==> src/inc/psv_regs.vh <==
// Constants for the program space vector logic
`ifndef PSV_REGS_VH
`define PSV_REGS_VH
`define PSV_PC_W 21
`define PSV_DATA_W 16
`define PSV_SP_W 5
`define PSV_STACK_DEPTH 31
`define PSV_RESET_VEC 21'h000000
`define PSV_HIGH_VEC 21'h000008
`define PSV_LOW_VEC 21'h000018
`define PSV_PC_STEP 21'h000002
`define PSV_FLASH_32K 21'h008000
`define PSV_FLASH_64K 21'h010000
`define PSV_FLASH_128K 21'h020000
`define PSV_WORDS_32K 16384
`define PSV_NOP_WORD 16'h0000
`define PSV_SP_RESET 5'h00
`define PSV_SP_FULL 5'h1F
`endif

==> src/verilog/psv_core.v <==
// Program counter, hard vectors and wake-up vectoring for the fetch path
`timescale 1ns/1ps
`default_nettype none
`include "psv_regs.vh"
// How it works
// - Fetch port to flash is separate from any data bus, running concurrently.
// - Program counter is 21 bits, byte addressed, 2 Mbyte space.
// - Reads above implemented flash return zero, a no-operation.
// - Flash size parameter selects 32, 64 or 128 Kbytes.
// - One single-word instruction takes two bytes of program space.
// - Every reset loads the program counter with 0000h.
// - Interrupt service vectors to 0008h high or 0018h low.
// - Interrupt wake from sleep with a global enable loads that vector.
// - Such a wake pushes the current counter onto the return stack first when the stack is not full.
// - Counter bit zero stays zero; sequential fetch adds two.
// - Reset clears the return stack pointer to zero, an empty slot.
module psv_core #(
	parameter FLASH_KBYTES = 128
) (
	input wire SYS_CLK,
	input wire RSTN,
	input wire FETCH_EN,
	input wire IRQ_ACK,
	input wire IRQ_HIGH_PRIO,
	input wire SLEEPING,
	input wire WAKE_IRQ,
	input wire HIGH_PRIORITY_GLOBAL_IRQ_ENABLE,
	input wire LOW_PRIORITY_GLOBAL_IRQ_ENABLE,
	input wire JUMP_EN,
	input wire [20:0] JUMP_ADDR,
	input wire [15:0] FLASH_RDATA,
	output reg [20:0] FLASH_ADDR,
	output wire [15:0] INSTR_DATA,
	output reg [20:0] PC,
	output reg [4:0] RETURN_STACK_POINTER,
	output reg [20:0] STACK_TOP,
	output reg STACK_FULL,
	output reg AWAKE
);
	// ----------------------------------------
	// Sizing
	// ----------------------------------------
	localparam [20:0] FLASH_BYTES = (FLASH_KBYTES == 32) ? `PSV_FLASH_32K :
		(FLASH_KBYTES == 64) ? `PSV_FLASH_64K : `PSV_FLASH_128K;
	// Only the two states below exist; any other code falls back to run
	localparam [1:0] ST_RUN = 2'b01;
	localparam [1:0] ST_SLEEP = 2'b10;

	// ----------------------------------------
	// State
	// ----------------------------------------
	reg [1:0] state_reg;
	reg [1:0] state_next;
	reg [20:0] pc_next;
	reg push;
	reg push_ok;
	reg awake_next;
	reg [4:0] sp_next;
	reg [20:0] tos_next;
	reg full_next;
	reg [20:0] stack_mem [1:31];
	wire [4:0] sp_inc;
	wire wake_vec;

	// ----------------------------------------
	// Wake and push qualifiers
	// ----------------------------------------
	assign sp_inc = RETURN_STACK_POINTER + 5'h01;
	// A wake with both enables clear resumes in place, with no vector and no push
	assign wake_vec = WAKE_IRQ &
		(HIGH_PRIORITY_GLOBAL_IRQ_ENABLE | LOW_PRIORITY_GLOBAL_IRQ_ENABLE);

	// Clear bit zero so the counter never lands between the bytes of a word
	function [20:0] even_addr;
		input [20:0] a;
		begin
			even_addr = {a[20:1], 1'b0};
		end
	endfunction

	// Pushes stop at the top slot; slot zero is only the empty mark
	function has_room;
		input [4:0] sp;
		begin
			has_room = (sp != `PSV_SP_FULL);
		end
	endfunction

	// Pick the vector by acknowledged priority
	function [20:0] vec_sel;
		input high;
		begin
			vec_sel = high ? `PSV_HIGH_VEC : `PSV_LOW_VEC;
		end
	endfunction

	// ----------------------------------------
	// Next program counter
	// ----------------------------------------
	always @* begin
		state_next = state_reg;
		pc_next = PC;
		push = 1'b0;
		case (state_reg)
			ST_RUN: begin
				if (SLEEPING) begin
					state_next = ST_SLEEP;
				end else if (IRQ_ACK) begin
					pc_next = vec_sel(IRQ_HIGH_PRIO);
					push = 1'b1;
				end else if (JUMP_EN) begin
					pc_next = even_addr(JUMP_ADDR);
				end else if (FETCH_EN) begin
					pc_next = PC + `PSV_PC_STEP;
				end
			end
			ST_SLEEP: begin
				if (WAKE_IRQ) begin
					state_next = ST_RUN;
					if (wake_vec) begin
						pc_next = vec_sel(IRQ_HIGH_PRIO);
						push = 1'b1;
					end
				end
			end
			default: begin
				state_next = ST_RUN;
			end
		endcase
	end

	// ----------------------------------------
	// Return stack next values
	// ----------------------------------------
	// A full stack keeps its 31st entry rather than overwriting it; the counter still vectors
	always @* begin
		push_ok = push & has_room(RETURN_STACK_POINTER);
		sp_next = RETURN_STACK_POINTER;
		tos_next = STACK_TOP;
		full_next = STACK_FULL;
		if (push_ok) begin
			sp_next = sp_inc;
			tos_next = PC;
			full_next = STACK_FULL | (sp_inc == `PSV_SP_FULL);
		end
	end

	// ----------------------------------------
	// Sequencer state
	// ----------------------------------------
	always @* begin
		awake_next = (state_next == ST_RUN);
	end

	always @(posedge SYS_CLK) begin
		if (!RSTN) begin
			state_reg <= ST_RUN;
			AWAKE <= 1'b1;
		end else begin
			state_reg <= state_next;
			AWAKE <= awake_next;
		end
	end

	// ----------------------------------------
	// Program counter
	// ----------------------------------------
	always @(posedge SYS_CLK) begin
		if (!RSTN) begin
			PC <= `PSV_RESET_VEC;
		end else begin
			PC <= even_addr(pc_next);
		end
	end

	// ----------------------------------------
	// Fetch address
	// ----------------------------------------
	// A twin of the counter, so the flash address comes straight off a flop
	always @(posedge SYS_CLK) begin
		if (!RSTN) begin
			FLASH_ADDR <= `PSV_RESET_VEC;
		end else begin
			FLASH_ADDR <= even_addr(pc_next);
		end
	end

	// ----------------------------------------
	// Return stack pointer, top copy and full flag
	// ----------------------------------------
	always @(posedge SYS_CLK) begin
		if (!RSTN) begin
			RETURN_STACK_POINTER <= `PSV_SP_RESET;
			STACK_TOP <= `PSV_RESET_VEC;
			STACK_FULL <= 1'b0;
		end else begin
			RETURN_STACK_POINTER <= sp_next;
			STACK_TOP <= tos_next;
			STACK_FULL <= full_next;
		end
	end

	// ----------------------------------------
	// Return stack storage
	// ----------------------------------------
	// Written only on an accepted push; the top is mirrored in STACK_TOP for reads
	always @(posedge SYS_CLK) begin
		if (RSTN && push_ok) begin
			stack_mem[sp_inc] <= PC;
		end
	end

	// ----------------------------------------
	// Fetch data path
	// ----------------------------------------
	psv_fetch_gate #(
		.FLASH_BYTES(FLASH_BYTES)
	) u_gate (
		.clk(SYS_CLK),
		.rst_n(RSTN),
		.addr(FLASH_ADDR),
		.flash_rdata(FLASH_RDATA),
		.rdata_reg(INSTR_DATA)
	);
endmodule
`default_nettype wire

==> src/verilog/psv_fetch_gate.v <==
// Program flash fetch gate: zero fill above implemented flash
`timescale 1ns/1ps
`default_nettype none
`include "psv_regs.vh"
module psv_fetch_gate #(
	parameter [20:0] FLASH_BYTES = `PSV_FLASH_128K
) (
	input wire clk,
	input wire rst_n,
	input wire [20:0] addr,
	input wire [15:0] flash_rdata,
	output reg [15:0] rdata_reg
);
	// Word count of the part is FLASH_BYTES/2, e.g. 16384 for 32 Kbytes
	function in_flash;
		input [20:0] a;
		begin
			in_flash = (a < FLASH_BYTES);
		end
	endfunction
	always @(posedge clk) begin
		if (!rst_n) begin
			rdata_reg <= `PSV_NOP_WORD;
		end else if (in_flash(addr)) begin
			rdata_reg <= flash_rdata;
		end else begin
			rdata_reg <= `PSV_NOP_WORD;
		end
	end
endmodule
`default_nettype wire
==> config.mk <==
export PLATFORM = sky130hd
export DESIGN_NAME = psv_core
export DESIGN_NICKNAME = d
export VERILOG_FILES = /design/src/verilog/psv_core.v /design/src/verilog/psv_fetch_gate.v
export VERILOG_INCLUDE_DIRS = /design/src /design/src/inc
export SDC_FILE = /design/constraint.sdc
export NUM_CORES = 1
export LEC_CHECK = 0
export BUFFER_PORTS_ARGS = -buffer_cell sky130_fd_sc_hd__buf_2
export CAP_MARGIN = 40
export CORE_UTILIZATION = 45
export CTS_BUF_LIST = sky130_fd_sc_hd__clkbuf_2
export DETAILED_ROUTE_END_ITERATION = 10
export PLACE_DENSITY = 0.77
export RECOVER_POWER = 100
export SLEW_MARGIN = 10
export SYNTH_ARGS = -nofsm -noshare
export SYNTH_HDL_FRONTEND = slang
export SYNTH_SLANG_ARGS = --single-unit
==> constraint.sdc <==
create_clock -name SYS_CLK -period 1.82 [get_ports SYS_CLK]
set_input_delay 0.364 -clock SYS_CLK [delete_from_list [all_inputs] [get_ports SYS_CLK]]
set_output_delay 0.364 -clock SYS_CLK [all_outputs]
set_load 0.005 [all_outputs]
# After elaboration in Yosys (flattened, before gate mapping)
# Index checks and enable logic that the tools add are counted.
# Widths: inputs -> output; s select.
[totals]
ff_bits = 67
out_inout_bits = 86
[classes]
n_eq_ne = 9
add_sub_neg = 2
n_mux = 16
n_reduce_logical = 3
bitwise = 4
magnitude_cmp = 1
[ops]
columns = ["op", "n"]
rows = [
  ["$mux 21", 6],
  ["$pmux 21 s2", 1],
  ["$add 21x2->21 const B", 1],
  ["$lt 21x18->1 const B", 1],
  ["$ne 2x2->1 const B", 3],
  ["$add 5x1->5 const B", 1],
  ["$eq 5x5->1 const B", 1],
  ["$mux 5", 1],
  ["$ne 5x5->1 const B", 1],
  ["$reduce_and 5->1", 1],
  ["$eq 2x1->1 const B", 2],
  ["$mux 1", 4],
  ["$mux 2", 2],
  ["$ne 4x4->1 const B", 1],
  ["$pmux 2 s2", 1],
  ["$and 1x1->1", 2],
  ["$eq 2x2->1 const B", 1],
  ["$or 1x1->1", 2],
  ["$pmux 1 s2", 1],
  ["$reduce_and 2->1", 1],
  ["$reduce_bool 2->1", 1],
]

# Depth between registers and ports, before layout
[depth]
ltp_word = 6
ltp_mapped = 8
depth_no_buf = 7

# By module
# From an unflattened synthesis, not the netlist that was laid out.
[hier_totals]
hier_cells = 375
hier_area_um2 = 3313.2
[by_module_without_submodules]
columns = ["mod", "n_inst", "seq_area_each_um2", "cells_each", "area_per_inst_um2"]
rows = [
  ["psv_core", 1, 980.9, 322, 2797.7],
  ["psv_fetch_gate", 1, 320.3, 53, 515.5],
]

# Worst setup path before layout
# No wires, ideal clock.
[synth_timing]
kind = "register to register"
start = "register state_reg[0]"
end = "register FLASH_ADDR[6]"
n_path_buf = 0
arrival_time_ps = 1688
stages_incl_launch_ff = 8
setup_time_ps = 72
slack_ps = 61
required_time_ps = 1748
synth_period_minus_slack_ps = 1759
path_cell_list = "dfxtp_1 inv_1 ha_1 nand2b_1 a221o_1 or2_4 o21ai_1 o2bb2ai_1"
[synth_via]
elab_chain_cells = 3
word_cells_on_any_way = 9
cone_classes = "eq/ne (6); mux (1); reduce/logical (2)"
[synth_rtl]
columns = ["element", "line_no", "source"]
rows = [
  ["start: declaration", "psv_core.v:52", "reg [1:0] state_reg;"],
  ["start signal: assignment", "psv_core.v:160", "state_reg <= state_next;"],
  ["$eq 2x1->1 / $eq 2x2->1 (equally long branches)", "n/a", ""],
  ["$ne 4x4->1 (no source line), or another cell as far along", "n/a", ""],
  ["$reduce_and 5->1 (no source line)", "n/a", ""],
  ["end signal: assignment", "psv_core.v:182", "FLASH_ADDR <= `PSV_RESET_VEC;"],
  ["end signal: assignment", "psv_core.v:184", "FLASH_ADDR <= even_addr(pc_next);"],
  ["end: declaration", "psv_core.v:32", "output reg [20:0] FLASH_ADDR,"],
]
# Parallel ways exist; a longest one is shown, timed or not.
# A chain may end at the register's enable or synchronous reset.

# Worst setup path in the final report
[layout_timing]
start = "register state_reg[0]"
end = "register FLASH_ADDR[8]"
# The elaborated chain is that of the path after synthesis.

==> impl_results.md <==
- WHS Endpoint: u_gate.rdata_reg[4]
- # DRC: 0
- Worst Hold Launch: FLASH_RDATA[4]
- Slack of the critical path: a little over 0.003 ns
- Worst-case clock buffer depth: 2
- # rows: 30
- Post-Syn Area: 3129 um2
- Uppermost layer routed: met4
- HPWL Detailed: between 6000 and 7000 um
- Crit path time final: 1.817 ns
- CP required: 2.23 ns
- Final Max Tran Viols: 0
- Synth top cells by count: dfxtp_1 (65), nand2_1 (60), a21oi_1 (36)
- Critical path endpoint category: flip-flop
- Ordered cell list for the critical path: inv_2 -> ha_4 -> buf_6 -> o211ai_4 -> a221o_2 -> or2_4 -> o21ai_1 -> o2bb2ai_1
- Reg2Reg Launch Point: state_reg[0]
- Nets: between 500 and 600
- Hold Path Class: in -> reg
- Static leakage: 2.067 nW
- Number of global-route vias before repair: between 2,000 and 3,000
- WP buf/inv: 2
- Final Hold Fails: 0
- Critical Path Start: state_reg[0]
- TritonCTS clock tree: done
- Reg2Reg Depth: 8
- Vias per cell: between 5 and 6
- Final Cycle Share: ~100%
- Metal2 WL: 4523 um
- Power Total: 5.086 mW
- Crit path max fanout: 7
- Initial core utilization: a little under half
- Die Wd: roughly 85 um
- # hold bufs at CTS: 0
- Gpl congestion: ~0.85
- Outcome: finished, final reports clean
- Ys async rst share: 0%
- Core area: around 6800 um2
- Num CTS Buffers: 9
- Max VDD drop: between 0.4 and 0.5 mV
- Fmax achieved: 550.4 MHz
- # Max-Cap Violations: 0
- Crit-path max cell delay: 0.41 ns
- PwrDens: roughly 1200 nW/um2
- Syn avg cell area: about 8.4 um2
- Initial antenna violation count: 0
- Synth Register Bits: 65
- Most numerous cell in the Yosys netlist: dfxtp_1
- Crit path DAT: about 2.2 ns
- Root buffer cell: clkbuf_2
- Post-synth top area share: between 40% and 50%
- Pre-CTS setup slack: -0.1218 ns
- EDFF count, synth: 0
- Ratio of cells with drive above 1 in the final layout: between 40% and 50%
- Reg2Reg Setup Slack: 0.003 ns
- Largest net degree at the start of global routing: 37
- Gr usage total: 24.22%
- Primary FF master, synth: dfxtp_1
- RSZ-0062 raised after global routing: true
- Worst path top cell family by delay: compound AO/OA/AOI/OAI gates
- Clock sink count: 65
- Wl on met1: ~3700 um
- Syn Inst Count: between 300 and 400
- Routed wire length: 8943 um
- Hold path depth: 2
- Number of diodes: 0
- Synth top area cells: dfxtp_1 (42%), nand2_1 (7.2%), buf_4 (6.0%)
- Yosys warns: 0
- Sequential share of the synthesized area: between 40% and 50%
- Initial DRC Count: 218
- I/O pin total: 133
- Slowest CP cell: a221o_2
- Number of routed nets with antenna violations: 0
- Hold_ws: between 0.1 and 0.15 ns
- Via Count: ~3,300
- Clock latency on the worst-skew pair: 0.47 ns
- Fin Clk Skew: roughly 0.018 ns
- Startpoint Class: flip-flop
- Area delta synth->final: 36.91%
- H-tree depth: 3
- Grt total ovfl: 0
- Wire length on met3: ~570 um
- Die Ht: between 80 and 90 um
- 1st-pass router iterations: 4
- Clk pin slew, worst setup/hold paths: 0.19 ns
- Port bufs: about 130
- First-pass GRT wire length: around 14,000 um
- Yosys top cell by area: dfxtp_1
- Total die area: 7291 um2
- Filler cells: between 600 and 700
- Final Setup Violations: 0
- Unique masters post-synth: 54
- Worst r2r dst: FLASH_ADDR[8]
- CP Class: reg -> reg
- Wirelength per Cell: approximately 15 um
## placed cells by master (no fill, tap or decap), types with 6 or more instances in the layout
cell,instances
buf_2,128
dfxtp_1,62
clkbuf_2,10
o21ai_2,7
nor2_1,20
xor2_1,6
a21oi_1,36
inv_1,7
and3_1,18
o21ai_0,13
buf_4,42
nand3_1,12
o2bb2ai_1,7
nand2_1,59
## kinds of logic after synthesis
kind of cell | after synthesis | synth area share [%]
and+or+nand+nor | 145 | 24.23
AOI/OAI and AO/OA | 96 | 19.63
DFF | 65 | 41.58
buffers and inverters | 52 | 9.436
xor gates and xnor gates | 8 | 2.239
adders and majority gates | 6 | 2.399
other | 1 | 0.1198
muxes | 1 | 0.3598
## worst max path at each step
stage                    endpoint  slack, ns  depth (start not counted)
floorplan           FLASH_ADDR[6]       0.06                          7
global placement    STACK_TOP[13]      -0.04                          8
detailed placement   STACK_TOP[5]      -0.12                          8
CTS                 FLASH_ADDR[9]     0.0006                          7
global route        FLASH_ADDR[7]      -0.07                          7
finish              FLASH_ADDR[8]      0.003                          8
## layout make-up
| type | instances | area [um2] | area share [%] |
|---|---|---|---|
| flip-flops and latches | 65 | 1310 | 30.58 |
| inverters | 9 | 36.28 | 0.8470 |
| repair buffers | 176 | 1027 | 23.98 |
| clock inverters | 6 | 82.58 | 1.928 |
| well taps | 80 | 100.1 | 2.336 |
| clock buffers | 10 | 50.05 | 1.168 |
| multi-input cells | 259 | 1678 | 39.16 |
## timing repair
| item | CTS | global route |
|---|---|---|
| gates resized for setup | 17 | 29 |
| endpoints found under the setup margin | 38 | 19 |
| pin swaps | 7 | 13 |
| buffers inserted | 3 | 5 |
| cloned | 0 | 0 |
## metal layers
metal / up-vias / track usage [%]
met5: - / 0
met2: 141 / 43.48
li1: 1582 / -
met1: 1528 / 28.75
met3: 12 / 5.447
met4: 0 / 7.576
## per-stage QoR
| step | cell area (um2) | TNS (ns) | instances | utilization (%) |
|---|---|---|---|---|
| floorplan | 3137 | 0 | 376 | - |
| finish | 4284 | 0 | 605 | 63.41 |
| global route | 4284 | -0.4502 | 605 | 63.41 |
| global placement | 3923 | -0.8935 | 581 | 58.06 |
| detailed placement | 3923 | -2.538 | 581 | 58.06 |
| CTS | 4141 | 0 | 600 | 61.30 |
## report_power, final
part | switching (mW) | internal (mW) | leakage [nW]
Sequential | 0.173 | 1.67 | 0.531
Combinational | 1.13 | 1.12 | 1.45
Clock | 0.536 | 0.455 | 0.0833
Total | 1.84 | 3.25 | 2.07
(Power assumes the default switching activity.)
